<file path="config.mk">
export PLATFORM = sky130hd
export DESIGN_NAME = obc_decoder
export DESIGN_NICKNAME = d
export VERILOG_FILES = /design/src/obc_pkg.sv /design/src/obc_cfg_if.sv /design/src/obc_decoder.sv /design/src/obc_sync.sv /design/src/obc_field_decode.sv
export SDC_FILE = /design/constraint.sdc
export NUM_CORES = 1
export LEC_CHECK = 0
export BUFFER_PORTS_ARGS = -buffer_cell sky130_fd_sc_hd__buf_4
export CELL_PAD_IN_SITES_DETAIL_PLACEMENT = 1
export CELL_PAD_IN_SITES_GLOBAL_PLACEMENT = 1
export CORE_ASPECT_RATIO = 1.2
export CORE_MARGIN = 5
export CORE_UTILIZATION = 31
export CTS_CLUSTER_DIAMETER = 50
export DETAILED_ROUTE_END_ITERATION = 7
export PLACE_DENSITY = 0.88
export SETUP_SLACK_MARGIN = 0.5
export SLEW_MARGIN = 20
export SYNTH_ARGS = -nofsm -noshare
export SYNTH_HDL_FRONTEND = slang
export SYNTH_SLANG_ARGS = --single-unit
</file>
<file path="constraint.sdc">
create_clock -name pclk -period 2 [get_ports pclk]
set_input_delay 0.4 -clock pclk [delete_from_list [all_inputs] [get_ports pclk]]
set_output_delay 0.4 -clock pclk [all_outputs]
set_load 0.005 [all_outputs]
</file>
<file path="src/obc_pkg.sv">
package obc_pkg;
    // Notes on behaviour
    // Option bytes accessible only in programming mode.
    // Byte 1 bits 7:6 pick start-up clock.
    // Programmer writes ones into byte 1 bits 5:4; option writes here store pwdata[5:4] as given.
    // Byte 1 bits 3:2: 11 off, lower thresholds.
    // Byte 1 bit 1 zero: watchdog hardware-enabled.
    // Byte 1 bit 0 one: halt resets active watchdog.
    // Byte 0 bit 7 picks wake-up timer clock.
    // Wake-up bit zero needs range field 100.
    // Range field decodes when start-up upper bit set.
    // Internal RC start-up keeps default delay bits.
    // Byte 0 bits 3:2 set sector 0 size.
    // Byte 0 bit 1 blocks readout and writes.
    // Protected erase wipes whole memory first.
    // Write-protect bit locks memory and itself forever.
    // Erased program memory reads FFh.
    // Load bytes at reset, hold until reset.
    // Erased bytes read FCh and 3Fh.

    // ------------------------------------------------------------
    // Register map
    // ------------------------------------------------------------
    localparam logic [7:0] ADDR_OPT0 = 8'h00;
    localparam logic [7:0] ADDR_OPT1 = 8'h04;
    localparam logic [7:0] ADDR_CTRL = 8'h08;
    localparam logic [7:0] ADDR_STAT = 8'h0C;
    localparam int CTRL_ERASE = 0;
    localparam int ST_LOADED = 0;
    localparam int ST_PROG = 1;
    localparam int ST_BUSY = 2;
    localparam int ST_RP = 3;
    localparam int ST_WP = 4;

    // ------------------------------------------------------------
    // Option byte fields and values
    // ------------------------------------------------------------
    localparam int O1_CLK_HI = 7;
    localparam int O1_CLK_LO = 6;
    localparam int O1_LVD_HI = 3;
    localparam int O1_LVD_LO = 2;
    localparam int O1_WDG_TYPE = 1;
    localparam int O1_WATCHDOG_HALT_RESET_ENABLE = 0;
    localparam int O0_WAKE = 7;
    localparam int O0_OSC_HI = 6;
    localparam int O0_OSC_LO = 4;
    localparam int O0_SEC_HI = 3;
    localparam int O0_SEC_LO = 2;
    localparam int O0_RP = 1;
    localparam int O0_WP = 0;
    localparam logic [7:0] OPT0_ERASED = 8'hFC;
    localparam logic [7:0] OPT1_ERASED = 8'h3F;
    localparam logic [7:0] MEM_FILL = 8'hFF;
    localparam logic [1:0] LVD_OFF_CODE = 2'h3;
    localparam logic [12:0] SECTOR_UNIT = 13'h0200;

    typedef enum logic [1:0] {
        CLK_INT_RC, CLK_WAKE_RC, CLK_RESONATOR, CLK_EXTERNAL
    } obc_clk_src_t;
    typedef enum logic [1:0] {
        LVD_LOWEST, LVD_MEDIUM, LVD_HIGHEST, LVD_OFF
    } obc_lvd_t;
    typedef enum logic [2:0] {
        OSC_1_2MHZ, OSC_2_4MHZ, OSC_4_8MHZ, OSC_8_16MHZ, OSC_32K,
        OSC_MAIN_OSCILLATOR_PIN, OSC_RESERVED, OSC_PORT_B_PIN_ONE
    } obc_osc_t;
endpackage : obc_pkg

</file>
<file path="src/obc_cfg_if.sv">
`timescale 1ns/1ps
interface obc_cfg_if;
    logic [7:0] opt0;
    logic [7:0] opt1;
    obc_pkg::obc_clk_src_t startup_clock_select;
    obc_pkg::obc_lvd_t low_voltage_threshold_select;
    logic lvd_enable;
    logic watchdog_type_select;
    logic watchdog_hw_enable;
    logic watchdog_halt_reset_enable;
    logic wakeup_clock_select;
    logic osc_range_valid;
    obc_pkg::obc_osc_t oscillator_range_select;
    logic [12:0] sector0_size_bytes;
    logic readout_protect;
    logic program_write_protect;
    logic block_prog_write;

    modport src (
        output opt0, opt1,
        input startup_clock_select, low_voltage_threshold_select, lvd_enable,
        input watchdog_type_select, watchdog_hw_enable, watchdog_halt_reset_enable,
        input wakeup_clock_select, osc_range_valid, oscillator_range_select,
        input sector0_size_bytes, readout_protect, program_write_protect,
        input block_prog_write
    );
    modport dec (
        input opt0, opt1,
        output startup_clock_select, low_voltage_threshold_select, lvd_enable,
        output watchdog_type_select, watchdog_hw_enable, watchdog_halt_reset_enable,
        output wakeup_clock_select, osc_range_valid, oscillator_range_select,
        output sector0_size_bytes, readout_protect, program_write_protect,
        output block_prog_write
    );
endinterface : obc_cfg_if

</file>
<file path="src/obc_decoder.sv">
// The placing of the registers and register access over APB were chosen for this implementation.
`timescale 1ns/1ps
module obc_decoder (
    input wire logic pclk, // APB clock, 125 MHz
    input wire logic presetn, // Async reset, active low
    input wire logic psel, // APB select
    input wire logic penable, // APB access phase
    input wire logic pwrite, // APB direction
    input wire logic [7:0] paddr, // APB byte address
    input wire logic [31:0] pwdata, // APB write data
    output logic [31:0] prdata, // APB read data
    output logic pready, // APB ready
    output logic pslverr, // APB error
    input wire logic prog_mode_pin, // Programming mode pin
    output logic nv_req, // Storage request, held to ack
    output logic nv_we, // Storage write when high
    output logic nv_addr, // Option byte index
    output logic [7:0] nv_wdata, // Storage write data
    input wire logic [7:0] nv_rdata, // Storage read data
    input wire logic nv_ack, // Storage done pulse
    output logic mem_erase_req, // Whole memory wipe, held
    input wire logic mem_erase_done, // Wipe done pulse
    output logic [7:0] mem_fill_value, // Erased memory value
    input wire logic halt_entry, // CPU enters halt, pulse
    input wire logic watchdog_sw_enable, // Software started watchdog
    output logic halt_reset_req, // Reset on halt, pulse
    output logic config_valid, // Option bytes loaded
    output obc_pkg::obc_clk_src_t startup_clock_select, // Start-up clock
    output obc_pkg::obc_lvd_t low_voltage_threshold_select, // Detector level
    output logic lvd_enable, // Detector on
    output logic watchdog_type_select, // 1: software watchdog
    output logic watchdog_hw_enable, // Watchdog forced on
    output logic watchdog_halt_reset_enable, // Halt reset option
    output logic wakeup_clock_select, // 1: wake-up RC
    output logic osc_range_valid, // Range field in use
    output obc_pkg::obc_osc_t oscillator_range_select, // Oscillator range
    output logic [12:0] sector0_size_bytes, // Sector 0 size
    output logic readout_protect, // Readout blocked
    output logic program_write_protect, // Memory locked
    output logic block_prog_write // Program writes refused
);
    typedef enum logic [3:0] {
        S_BOOT, S_LOAD0, S_LOAD1, S_IDLE, S_WRITE, S_MERASE, S_ERASE0, S_ERASE1,
        S_DONE
    } obc_state_t;

    // ------------------------------------------------------------
    // State
    // ------------------------------------------------------------
    obc_state_t state_reg;
    obc_state_t state_next;
    logic [7:0] cfg0_reg;
    logic [7:0] cfg0_next;
    logic [7:0] cfg1_reg;
    logic [7:0] cfg1_next;
    logic [7:0] shd0_reg;
    logic [7:0] shd0_next;
    logic [7:0] shd1_reg;
    logic [7:0] shd1_next;
    logic loaded_reg;
    logic loaded_next;
    logic addr_reg;
    logic addr_next;
    logic [7:0] wdata_reg;
    logic [7:0] wdata_next;
    logic erase_reg;
    logic erase_next;
    logic [31:0] prdata_reg;
    logic [31:0] prdata_next;
    logic halt_rst_reg;
    logic halt_rst_next;

    logic prog_q;
    logic setup;
    logic acc;
    logic is_opt0;
    logic is_opt1;
    logic is_opt;
    logic is_ctrl;
    logic is_stat;
    logic locked;
    logic bad;
    logic nv_go;
    logic erase_go;
    logic start;
    logic wd_active;

    obc_cfg_if cfg_if ();

    // ------------------------------------------------------------
    // Programming mode pin and field decode
    // ------------------------------------------------------------
    obc_sync #(
        .WIDTH(1)
    ) u_prog_sync (
        .clk(pclk),
        .rst_n(presetn),
        .d(prog_mode_pin),
        .q(prog_q)
    );

    assign cfg_if.opt0 = cfg0_reg;
    assign cfg_if.opt1 = cfg1_reg;

    obc_field_decode u_decode (
        .cfg(cfg_if)
    );

    assign startup_clock_select = cfg_if.startup_clock_select;
    assign low_voltage_threshold_select = cfg_if.low_voltage_threshold_select;
    assign lvd_enable = cfg_if.lvd_enable;
    assign watchdog_type_select = cfg_if.watchdog_type_select;
    assign watchdog_hw_enable = cfg_if.watchdog_hw_enable;
    assign watchdog_halt_reset_enable = cfg_if.watchdog_halt_reset_enable;
    assign wakeup_clock_select = cfg_if.wakeup_clock_select;
    assign osc_range_valid = cfg_if.osc_range_valid;
    assign oscillator_range_select = cfg_if.oscillator_range_select;
    assign sector0_size_bytes = cfg_if.sector0_size_bytes;
    assign readout_protect = cfg_if.readout_protect;
    assign program_write_protect = cfg_if.program_write_protect;
    assign block_prog_write = cfg_if.block_prog_write;
    assign mem_fill_value = obc_pkg::MEM_FILL;

    // ------------------------------------------------------------
    // APB decode
    // ------------------------------------------------------------
    assign setup = psel && !penable;
    assign acc = psel && penable;
    assign is_opt0 = paddr == obc_pkg::ADDR_OPT0;
    assign is_opt1 = paddr == obc_pkg::ADDR_OPT1;
    assign is_opt = is_opt0 || is_opt1;
    assign is_ctrl = paddr == obc_pkg::ADDR_CTRL;
    assign is_stat = paddr == obc_pkg::ADDR_STAT;
    // Lock follows the stored byte, so it bites right after programming
    assign locked = shd0_reg[obc_pkg::O0_WP];
    assign bad = !(is_opt || is_ctrl || is_stat)
        || ((is_opt || is_ctrl) && !prog_q)
        || (pwrite && (is_opt || is_ctrl) && locked);
    assign nv_go = pwrite && is_opt;
    assign erase_go = pwrite && is_ctrl && pwdata[obc_pkg::CTRL_ERASE];
    assign start = state_reg == S_IDLE && acc && !bad && (nv_go || erase_go);
    assign pready = acc && ((state_reg == S_IDLE && !start) || state_reg == S_DONE);
    assign pslverr = pready && state_reg == S_IDLE && bad;
    assign prdata = prdata_reg;

    // ------------------------------------------------------------
    // Load, program and erase sequencer
    // ------------------------------------------------------------
    always_comb begin
        state_next = state_reg;
        cfg0_next = cfg0_reg;
        cfg1_next = cfg1_reg;
        shd0_next = shd0_reg;
        shd1_next = shd1_reg;
        loaded_next = loaded_reg;
        addr_next = addr_reg;
        wdata_next = wdata_reg;
        erase_next = erase_reg;
        unique case (state_reg)
            S_BOOT: begin
                state_next = S_LOAD0;
            end
            S_LOAD0: begin
                if (nv_ack) begin
                    cfg0_next = nv_rdata;
                    shd0_next = nv_rdata;
                    addr_next = 1'b1;
                    state_next = S_LOAD1;
                end
            end
            S_LOAD1: begin
                if (nv_ack) begin
                    cfg1_next = nv_rdata;
                    shd1_next = nv_rdata;
                    loaded_next = 1'b1;
                    state_next = S_IDLE;
                end
            end
            S_IDLE: begin
                if (start && nv_go) begin
                    addr_next = is_opt1;
                    wdata_next = pwdata[7:0];
                    erase_next = 1'b0;
                    state_next = S_WRITE;
                end else if (start) begin
                    addr_next = 1'b0;
                    wdata_next = obc_pkg::OPT0_ERASED;
                    erase_next = 1'b1;
                    // Protected code must be gone before the bytes unlock
                    if (shd0_reg[obc_pkg::O0_RP]) begin
                        state_next = S_MERASE;
                    end else begin
                        state_next = S_ERASE0;
                    end
                end
            end
            S_WRITE: begin
                if (nv_ack) begin
                    state_next = S_DONE;
                end
            end
            S_MERASE: begin
                if (mem_erase_done) begin
                    state_next = S_ERASE0;
                end
            end
            S_ERASE0: begin
                if (nv_ack) begin
                    addr_next = 1'b1;
                    wdata_next = obc_pkg::OPT1_ERASED;
                    state_next = S_ERASE1;
                end
            end
            S_ERASE1: begin
                if (nv_ack) begin
                    state_next = S_DONE;
                end
            end
            S_DONE: begin
                // Only the stored copy changes; live fields wait for reset
                if (erase_reg) begin
                    shd0_next = obc_pkg::OPT0_ERASED;
                    shd1_next = obc_pkg::OPT1_ERASED;
                end else if (addr_reg) begin
                    shd1_next = wdata_reg;
                end else begin
                    shd0_next = wdata_reg;
                end
                state_next = S_IDLE;
            end
        endcase
    end

    always_ff @(posedge pclk or negedge presetn) begin
        if (!presetn) begin
            state_reg <= S_BOOT;
            cfg0_reg <= obc_pkg::OPT0_ERASED;
            cfg1_reg <= obc_pkg::OPT1_ERASED;
            shd0_reg <= obc_pkg::OPT0_ERASED;
            shd1_reg <= obc_pkg::OPT1_ERASED;
            loaded_reg <= 1'b0;
            addr_reg <= 1'b0;
            wdata_reg <= 8'h00;
            erase_reg <= 1'b0;
        end else begin
            state_reg <= state_next;
            cfg0_reg <= cfg0_next;
            cfg1_reg <= cfg1_next;
            shd0_reg <= shd0_next;
            shd1_reg <= shd1_next;
            loaded_reg <= loaded_next;
            addr_reg <= addr_next;
            wdata_reg <= wdata_next;
            erase_reg <= erase_next;
        end
    end

    assign nv_req = state_reg inside {S_LOAD0, S_LOAD1, S_WRITE, S_ERASE0, S_ERASE1};
    assign nv_we = state_reg inside {S_WRITE, S_ERASE0, S_ERASE1};
    assign nv_addr = addr_reg;
    assign nv_wdata = wdata_reg;
    assign mem_erase_req = state_reg == S_MERASE;
    assign config_valid = loaded_reg;

    // ------------------------------------------------------------
    // Read data, captured in the setup phase
    // ------------------------------------------------------------
    always_comb begin
        prdata_next = prdata_reg;
        if (setup) begin
            prdata_next = 32'h0000_0000;
            if (is_opt0 && prog_q) begin
                prdata_next[7:0] = shd0_reg;
            end else if (is_opt1 && prog_q) begin
                prdata_next[7:0] = shd1_reg;
            end else if (is_stat) begin
                prdata_next[obc_pkg::ST_LOADED] = loaded_reg;
                prdata_next[obc_pkg::ST_PROG] = prog_q;
                prdata_next[obc_pkg::ST_BUSY] = state_reg != S_IDLE;
                prdata_next[obc_pkg::ST_RP] = cfg0_reg[obc_pkg::O0_RP];
                prdata_next[obc_pkg::ST_WP] = cfg0_reg[obc_pkg::O0_WP];
            end
        end
    end

    // ------------------------------------------------------------
    // Watchdog reset on halt
    // ------------------------------------------------------------
    assign wd_active = cfg_if.watchdog_hw_enable || watchdog_sw_enable;

    always_comb begin
        halt_rst_next = halt_entry && wd_active && cfg1_reg[obc_pkg::O1_WATCHDOG_HALT_RESET_ENABLE];
    end

    always_ff @(posedge pclk or negedge presetn) begin
        if (!presetn) begin
            prdata_reg <= 32'h0000_0000;
            halt_rst_reg <= 1'b0;
        end else begin
            prdata_reg <= prdata_next;
            halt_rst_reg <= halt_rst_next;
        end
    end

    assign halt_reset_req = halt_rst_reg;
endmodule : obc_decoder

</file>
<file path="src/obc_sync.sv">
`timescale 1ns/1ps
module obc_sync #(
    parameter int WIDTH = 1
) (
    input wire logic clk, // Destination clock
    input wire logic rst_n, // Asynchronous reset, active low
    input wire logic [WIDTH-1:0] d, // Level from another domain
    output logic [WIDTH-1:0] q // Level after two flops
);
    logic [WIDTH-1:0] meta_reg;
    logic [WIDTH-1:0] q_reg;

    always_ff @(posedge clk or negedge rst_n) begin
        if (!rst_n) begin
            meta_reg <= '0;
            q_reg <= '0;
        end else begin
            meta_reg <= d;
            q_reg <= meta_reg;
        end
    end

    assign q = q_reg;
endmodule : obc_sync

</file>
<file path="src/obc_field_decode.sv">
`timescale 1ns/1ps
module obc_field_decode (
    obc_cfg_if.dec cfg // Live option bytes in, fields out
);
    logic [1:0] sec;

    assign cfg.startup_clock_select = obc_pkg::obc_clk_src_t'(
        cfg.opt1[obc_pkg::O1_CLK_HI:obc_pkg::O1_CLK_LO]);
    assign cfg.low_voltage_threshold_select = obc_pkg::obc_lvd_t'(
        cfg.opt1[obc_pkg::O1_LVD_HI:obc_pkg::O1_LVD_LO]);
    assign cfg.lvd_enable = cfg.opt1[obc_pkg::O1_LVD_HI:obc_pkg::O1_LVD_LO]
        != obc_pkg::LVD_OFF_CODE;
    assign cfg.watchdog_type_select = cfg.opt1[obc_pkg::O1_WDG_TYPE];
    assign cfg.watchdog_hw_enable = !cfg.opt1[obc_pkg::O1_WDG_TYPE];
    assign cfg.watchdog_halt_reset_enable = cfg.opt1[obc_pkg::O1_WATCHDOG_HALT_RESET_ENABLE];
    assign cfg.wakeup_clock_select = cfg.opt0[obc_pkg::O0_WAKE];
    // The range field means nothing while an internal RC starts the part
    assign cfg.osc_range_valid = cfg.opt1[obc_pkg::O1_CLK_HI];
    assign cfg.oscillator_range_select = obc_pkg::obc_osc_t'(
        cfg.opt0[obc_pkg::O0_OSC_HI:obc_pkg::O0_OSC_LO]);
    assign sec = cfg.opt0[obc_pkg::O0_SEC_HI:obc_pkg::O0_SEC_LO];
    assign cfg.sector0_size_bytes = obc_pkg::SECTOR_UNIT << sec;
    assign cfg.readout_protect = cfg.opt0[obc_pkg::O0_RP];
    assign cfg.program_write_protect = cfg.opt0[obc_pkg::O0_WP];
    assign cfg.block_prog_write = cfg.opt0[obc_pkg::O0_RP]
        || cfg.opt0[obc_pkg::O0_WP];
endmodule : obc_field_decode

</file>
==> results of run 1 <==
[Yosys cell counts, drive strengths merged, types with 4 or more instances]
cell,number
a22oi,4
clkbuf,11
buf,49
mux2,22
o21ai,35
dfstp,22
nor2b,8
a21oi,11
mux2i,4
a22o,4
nor3b,4
dfrtp,34
nor3,4
inv,7
nor2,16
nand3,8
o22a,6
or3,4
nand2b,5
nand2,32
[logic make-up after synthesis]
group / share of synthesized area
other: 0.00240
multiplexers: 0.0921
AND/OR/NAND/NOR: 0.163
buffers and inverters: 0.135
flip-flops: 0.458
AO/OA/AOI/OAI: 0.149
[where the power goes]
group	internal (uW)	switching [uW]	total [uW]
registers	1650	364	2010
logic	1330	1050	2390
clock network	537	461	998
total	3520	1880	5400
[worst paths after layout]
check                                     startpoint                    to  slack, ps  depth (start not counted)
worst max-delay path                        paddr[4]                pready       -210                          6
worst min-delay path                         presetn               nv_addr        130                          1
worst max register to register           shd0_reg[0]           nv_wdata[5]        -60                          8
worst min register to register  u_prog_sync.meta_reg         u_prog_sync.q        410                          0
max in group asynchronous                    presetn             erase_reg       1320                          1
min in group pclk                      prog_mode_pin  u_prog_sync.meta_reg        200                          1
[per-stage QoR]
| stage | setup TNS, ps | total power, uW | worst slack [ps] |
|---|---|---|---|
| CTS | -185 | 4940 | -129 |
| finish | -706 | 5400 | -215 |
| floorplan | 0 | 2770 | 16.6 |
| global route | -1180 | 5590 | -257 |
| global placement | -1050 | 3320 | -133 |
| detailed placement | -1900 | 3420 | -184 |
[worst reg2reg max path: stages (launching register included)]
cell       delay [ps]
dfrtp_1           410
a21bo_2           230
a2111oi_4         380
buf_4             200
buf_6             100
nand4b_1          110
buf_6             170
buf_6             130
o22a_1            210
[layout make-up]
type | count | area, sq um
repair buffers | 143 | 1270
well taps | 126 | 158
multi-input cells | 239 | 1890
flip-flops and latches | 56 | 1430
fillers | 1079 | 5010
clock buffers | 8 | 156
inverters | 7 | 42.5
[layer usage]
| metal | share of wire | routed length, um | GRT usage | up-vias |
|---|---|---|---|---|
| met5 | 0 | 0 | 0 | - |
| li1 | - | - | - | 1299 |
| met3 | 0.052 | 709 | 0.0442 | 55 |
| met1 | 0.38 | 5130 | 0.220 | 1510 |
| met4 | 0.053 | 716 | 0.0964 | 0 |
| met2 | 0.52 | 7060 | 0.366 | 124 |
[repair_timing]
item / in CTS / in global routing
buffers inserted: 37 / 16
gates cloned: 3 / 0
pin swaps: 22 / 11
gates resized for setup: 141 / 43
endpoints found under the setup margin: 57 / 63
hold buffers: 0 / 0
==> qor.txt, run 1 <==
status - finished with violations
failing checks - negative setup slack
Peak VDD IR - 0.747 mV
Worst Path Required - 1600 ps
nature of the critical path endpoint - output pin
relative slew slack - 0.501
Sink Count - 56
grt ovf - 0
Mapped Cells - 321
WP buf/inv - 2
nets@finish - 510
final cell count without fillers - 579
clk slew on worst S/H paths - 90 ps
area grow syn2layout - 58.4%
final setup vio count - 13
Cell Area, Placed - 3740 sq um
crit-path cells - buf_6 > or4_4 > a2111oi_4 > a41o_1 > a21oi_2 > buf_4
Syn Std Cell Area - 3120 sq um
clock skew - 14.2 ps
yosys warns - 0
Final period util - 1.11
CP Max Fanout - 2
ANT cells - 0
unrepaired setup endpoints after global routing - true
Worst EP arrival - 1810 ps
routability cong. - 0.835
EDFF count, synth - 0
final hold viol count - 0
fin worst setup slack - -215 ps
Most used DFF post-synth - dfrtp_1
commonest non-fill, non-tap cell in the layout - buf_4
power density cells - 1090 nW/um^2
Iteration-0 DRC Markers - 157
Die X - 102 um
Async S/R FF share, synth - 1.00
CTS root buf - clkbuf_16
final wirelength - 13600 um
first-pass GRT wire length - 18900 um
Fmax - 452 MHz
Total GRT Usage - 0.203
Core Util, Final - 0.497
commonest cells after routing, fill and taps aside - 100 x buf_4, 41 x conb_1, 37 x buf_6
post-synth top area share - 0.272
CTS Buffer Depth - 2
Leak Pwr - 0.00233 uW
Wirelength per Cell - 23.5 um
critical path type - input port to output pin
Seq/Total Area, Yosys - 0.458
row count - 40
TritonRoute pass-1 iters - 4
Avg Inst Size Synth - 9.73 sq um
post-DP HPWL - 6740 um
antenna violations before repair - 0
Num CTS Buffers - 5
Pins Over Slew Limit - 0
Hold WC Path Type - input port to asynchronous set/reset pin
die area - 12200 sq um
DRC - 0
slowest CP cell - or4_4
max-cap viol count - 0
H-tree Lvls - 2
Initial Util - 0.314
CTS tree - done
pin count of the biggest net entering global routing - 57
cell area after layout - 4950 sq um
FF+latch count, synth - 56
hold slack - 132 ps
count of cell types in the netlist - 45
final antenna-violating net count - 0
top cells by area, synth - dfrtp_1 27%, dfstp_2 19%, buf_4 11%
Startpoint Class - input port
Clk Latency, worst-skew pair - 310 ps
Worst Tran Pin Value - 749 ps
I/O pin cnt - 143
cell total after placement - 515
Vias - 2988
min cycle time layout - 2210 ps
Core ar. - 9960 sq um
vias in the first global route - 3245
max incr delay on CP - 550 ps
critical path's top delay family - compound AO/OA/AOI/OAI gates
share of cells above drive strength 1 - 0.592
vias per cell - 5.16
Synth area leader - dfrtp_1
chip height - 120 um
IO buf count - 77
(Power assumes the default switching activity.)
==> run 2: changes to the inputs <==
Settings changed: SETUP_SLACK_MARGIN 0.5 to not set.
==> run 2 against run 1 <==
Net effect:
- the flow still finishes with violations (negative setup slack)
- flip-flop and latch count unchanged
- clock skew down 6.5 ps
- cell count down 8.1%
- largest power group is now sequential cells
- count of clock-buffer cells in the layout down 1
- die area unchanged
- register-to-register slack worse by 20 ps
- sequential share of layout area up 6.6 points
- via count down 13%
- clock power up 7%
- combinational power down 35%
- power down 15%
==> qor.txt, run 2 (synthesis gave the netlist of run 1 again) <==
die area - 12200 sq um
first-pass GRT wire length - 14100 um
share of cells above drive strength 1 - 0.414
Vias - 2601
row count - 40
routability cong. - 0.799
Core ar. - 9960 sq um
Initial Util - 0.314
chip height - 120 um
Pins Over Slew Limit - 0
Worst Tran Pin Value - 719 ps
Leak Pwr - 0.00189 uW
cell area after layout - 4020 sq um
final setup vio count - 12
Setup WS pre-CTS - -202 ps
Iteration-0 DRC Markers - 135
Worst Path Required - 1600 ps
Final period util - 1.09
max-cap viol count - 0
nature of the critical path endpoint - output pin
IO buf count - 77
hold slack - 139 ps
slowest CP cell - or4_4
CP Max Fanout - 3
Fmax - 460 MHz
Clk Latency, worst-skew pair - 300 ps
Sink Count - 56
grt ovf - 0
WP buf/inv - 2
TritonRoute pass-1 iters - 4
status - finished with violations
min cycle time layout - 2170 ps
fin worst setup slack - -172 ps
pin count of the biggest net entering global routing - 57
ANT cells - 0
clk slew on worst S/H paths - 70 ps
final hold viol count - 0
Num CTS Buffers - 5
Worst EP arrival - 1770 ps
Core Util, Final - 0.404
clock skew - 7.70 ps
I/O pin cnt - 143
Hold WC Path Type - input port to asynchronous set/reset pin
commonest cells after routing, fill and taps aside - 92 x buf_4, 41 x conb_1, 33 x o21ai_0
critical path type - input port to output pin
vias per cell - 4.89
unrepaired setup endpoints after global routing - true
CTS tree - done
crit-path cells - buf_6 > or4_4 > a2111oi_4 > a41o_1 > a21oi_2 > buf_4
antenna violations before repair - 0
CTS root buf - clkbuf_16
Startpoint Class - input port
final antenna-violating net count - 0
post-DP HPWL - 6830 um
failing checks - negative setup slack
nets@finish - 463
Cell Area, Placed - 3720 sq um
Die X - 102 um
filler cell count - 1141
power density cells - 1140 nW/um^2
Peak VDD IR - 0.402 mV
DRC - 0
vias in the first global route - 2769
commonest non-fill, non-tap cell in the layout - buf_4
H-tree Lvls - 2
max incr delay on CP - 560 ps
hold_buf cts - 0
final wirelength - 9740 um
Sum Neg Setup Slack - -778 ps
relative slew slack - 0.521
Wirelength per Cell - 18.3 um
Total GRT Usage - 0.147
CTS Buffer Depth - 2
critical path's top delay family - compound AO/OA/AOI/OAI gates
area grow syn2layout - 28.7%
[run 2: through the flow]
step                total power, uW  instances
global route                   4830        532
finish                         4600        532
global placement               3320        518
detailed placement             3440        518
floorplan                      2730        360
CTS                            4570        529
[run 2: cell type report]
class,count,area (sq um),area share
clock inverter,1,30.0,0.00747
timing repair buffer,98,758,0.189
tap,126,158,0.0392
inverter,7,26.3,0.00654
clock buffer,7,153,0.0380
multi-input combinational,237,1460,0.364
sequential,56,1430,0.356
[run 2: layer usage]
metal	up-vias	global-route usage	wire (um)
met5	-	0	0
met4	0	0.0515	124
met3	10	0.0267	438
met2	77	0.284	5510
met1	1315	0.155	3660
li1	1199	-	-
[run 2: worst reg2reg max path, cell delays in order (launching register included)]
cell	delay (ps)
dfrtp_1	510
nand4bb_2	390
nor2_1	320
nand4b_1	310
buf_6	240
nor2_1	90
o22a_1	160
[run 2: final timing paths]
check / start / to / slack [ps] / cells past startpoint
max in group asynchronous: presetn / state_reg[2] / 1370 / 1
max: paddr[4] / pready / -170 / 6
min in group pclk: prog_mode_pin / u_prog_sync.meta_reg / 200 / 1
max reg2reg: state_reg[3] / nv_wdata[1] / -80 / 6
min: presetn / nv_addr / 140 / 1
min reg2reg: u_prog_sync.meta_reg / u_prog_sync.q / 370 / 0
[run 2: timing repair]
action / CTS / global route
endpoints found under the hold margin: 0 / 0
pin swaps: 4 / 5
setup buffers: 3 / 2
endpoints found under the setup margin: 3 / 11
gates resized for setup: 7 / 17
gates cloned: 0 / 1
[run 2: power by group]
group | leakage, uW | internal (uW) | switching (uW)
clock | 0.0000901 | 660 | 407
combinational | 0.00113 | 880 | 681
sequential | 0.000669 | 1640 | 327
total | 0.00189 | 3180 | 1420
==> run 3: changes to the inputs <==
--- a/config.mk
+++ b/config.mk
@@ -7,4 +7,5 @@
 export LEC_CHECK = 0
+export ABC_AREA = 1
 export BUFFER_PORTS_ARGS = -buffer_cell sky130_fd_sc_hd__buf_4
-export CELL_PAD_IN_SITES_DETAIL_PLACEMENT = 1
+export CELL_PAD_IN_SITES_DETAIL_PLACEMENT = 0
 export CELL_PAD_IN_SITES_GLOBAL_PLACEMENT = 1
@@ -12,6 +13,6 @@
 export CORE_MARGIN = 5
-export CORE_UTILIZATION = 31
+export CORE_UTILIZATION = 30
 export CTS_CLUSTER_DIAMETER = 50
 export DETAILED_ROUTE_END_ITERATION = 7
-export PLACE_DENSITY = 0.88
+export PLACE_DENSITY = 0.87
 export SLEW_MARGIN = 20
--- a/constraint.sdc
+++ b/constraint.sdc
@@ -3,2 +3,2 @@
 set_output_delay 0.4 -clock pclk [all_outputs]
-set_load 0.005 [all_outputs]
+set_load 0.05 [all_outputs]
==> run 3 against run 2 <==
Net effect:
- the run now ends clean
- synthesized cell count grew 23%
- via count increased by 4.7%
- power rose by 42%
- critical path type is now flip-flop to output pin
==> qor.txt, run 3 <==
FF+latch area - 1430 sq um
count of cell types in the netlist - 39
power density cells - 1610 nW/um^2
Die X - 105 um
commonest cells after routing, fill and taps aside - 89 x nand2_1, 88 x buf_4, 43 x inv_1
count leader, synth - nand2_1
post-synth top area share - 0.262
critical path type - flip-flop to output pin
Vias - 2723
Comb pwr share - 0.552
Synth area leader - dfrtp_1
max-cap viol count - 0
clock skew - 7.88 ps
vias in the first global route - 2590
I/O pin cnt - 143
Syn Std Cell Area - 3250 sq um
CP Max Fanout - 3
routability cong. - 0.798
Initial Util - 0.308
Leak Pwr - 0.00206 uW
WP buf/inv - 2
CTS Buffer Depth - 2
H-tree Lvls - 2
Fmax - 500 MHz
Total GRT Usage - 0.123
Clk Latency, worst-skew pair - 300 ps
yosys warns - 0
commonest non-fill, non-tap cell in the layout - nand2_1
filler cell count - 1086
status - finished, final reports clean
max incr delay on CP - 420 ps
Core ar. - 10600 sq um
Pins Over Slew Limit - 0
fin worst setup slack - 0.959 ps
Seq/Total Area, Yosys - 0.440
final setup vio count - 0
area grow syn2layout - 24.6%
Avg Inst Size Synth - 8.23 sq um
critical path's top delay family - simple AND/OR/NAND/NOR gates
sequential share of power - 0.311
DRC - 0
share of cells above drive strength 1 - 0.340
nets@finish - 539
final hold viol count - 0
post-DP HPWL - 6480 um
pin count of the biggest net entering global routing - 57
cell total after placement - 596
switching power - 3220 uW
nature of the critical path endpoint - output pin
Startpoint Class - flip-flop
top cells by area, synth - dfrtp_1 26%, dfstp_2 18%, buf_4 10%
Peak VDD IR - 0.445 mV
EDFF count, synth - 0
Worst Path Required - 1600 ps
Iteration-0 DRC Markers - 111
Worst Tran Pin Value - 711 ps
slowest CP cell - dfrtp_1
Post-synth top cells - 90 x nand2_1, 45 x buf_4, 43 x inv_1, 35 x nor2_1, 34 x dfrtp_1
unrepaired setup endpoints after global routing - true
ANT cells - 0
Worst EP arrival - 1600 ps
final wirelength - 8140 um
antenna violations before repair - 0
clk slew on worst S/H paths - 70 ps
min cycle time layout - 2000 ps
Num CTS Buffers - 5
Sink Count - 56
relative slew slack - 0.526
Internal - 3300 uW
Mapped Cells - 395
Hold WC Path Type - input port to asynchronous set/reset pin
Setup WS pre-CTS - 57.7 ps
CTS root buf - clkbuf_16
Final period util - 1.00
row count - 41
chip height - 124 um
Core Util, Final - 0.383
CTS tree - done
clock network fraction of design power - 0.137
crit-path cells - nor2_4 > nand2_4 > nor2_8 > inv_4 > nor2_4 > nand3_4 > nand2_4 > a21oi_2 > buf_6
Async S/R FF share, synth - 1.00
Wirelength per Cell - 13.3 um
final cell count without fillers - 611
vias per cell - 4.46
die area - 13000 sq um
first-pass GRT wire length - 12800 um
hold_buf cts - 0
Multi-input gate area - 1410 sq um
grt ovf - 0
IO buf count - 77
final antenna-violating net count - 0
FF+latch count, synth - 56
Switching Fraction - 0.494
Most used DFF post-synth - dfrtp_1
TritonRoute pass-1 iters - 5
run 3: cell count changes in the layout (fill, tap and decap cells not counted), moves of 7 or more:
cell | before | now
o22ai_1 | 0 | 8
mux2_2 | 22 | 2
nand2_1 | 31 | 89
nor2b_1 | 7 | 0
nand2_2 | 1 | 8
nor2_1 | 13 | 33
o21ai_0 | 33 | 26
o21ai_1 | 2 | 12
inv_1 | 7 | 43
run 3: layout make-up:
type	count	area share
inverters	49	0.0460
multi-input cells	277	0.348
clock buffers	5	0.0309
clock inverters	3	0.00525
repair buffers	92	0.176
flip-flops and latches	56	0.354
well taps	129	0.0399
run 3: timing repair:
action / CTS / global route
pin swaps: 1 / 3
gates resized for setup: 3 / 4
setup buffers: 4 / 3
endpoints found under the setup margin: 2 / 11
run 3: power groups by stage:
stage               Sequential (uW)  Combinational, uW  Clock, uW
floorplan                      2580               2130          0
global placement               2030               3420          0
detailed placement             2050               3460          0
CTS                            2020               3520        925
global route                   2090               3890        963
finish                         2020               3600        892
run 3: worst reg2reg max path: cells and delay by family, from the launching register on:
family	cells	cell delay, ps
buf+inv	4	550
simple gates	3	430
flops	1	420
compound gates	2	270
run 3: worst paths after layout:
| check | startpoint | to | slack (ps) | cells past startpoint |
|---|---|---|---|---|
| worst min register to register | u_prog_sync.meta_reg | u_prog_sync.q | 350 | 0 |
| worst max-delay path | state_reg[2] | pready | 1 | 9 |
| min in group pclk | prog_mode_pin | u_prog_sync.meta_reg | 210 | 1 |
| worst min-delay path | presetn | nv_addr | 130 | 1 |
| max in group asynchronous | presetn | state_reg[3] | 1370 | 1 |
| worst max register to register | state_reg[2] | shd1_reg[2] | 280 | 9 |
run 3: cell families (layout without fill, tap and decap cells):
kind of cell           after synthesis  in the layout  synth area share
and+or+nand+nor                    159            159             0.235
other                                2             41           0.00231
DFF                                 56             56             0.440
buffers and inverters              101            149             0.176
AOI/OAI and AO/OA                   75             75             0.141
muxes                                2              2           0.00693
run 3: per-layer routing:
metal,GRT usage,part of all wire,vias to the layer above
li1,-,-,1351
met1,0.144,0.40,1278
met2,0.216,0.52,83
met3,0.0347,0.069,11
met4,0.0424,0.018,0
met5,0,0,-
run 3: metrics by stage:
stage          hold slack [ps]  cell area (sq um)  TNS, ps  total power [uW]
2_1_floorplan              104               3410        0              4700
3_3_place_gp               334               3820        0              5440
3_5_place_dp               335               3820        0              5510
5_1_grt                    201               4050     -126              6950
4_1_cts                    169               4000    -4.56              6470
6_report                   129               4050        0              6520
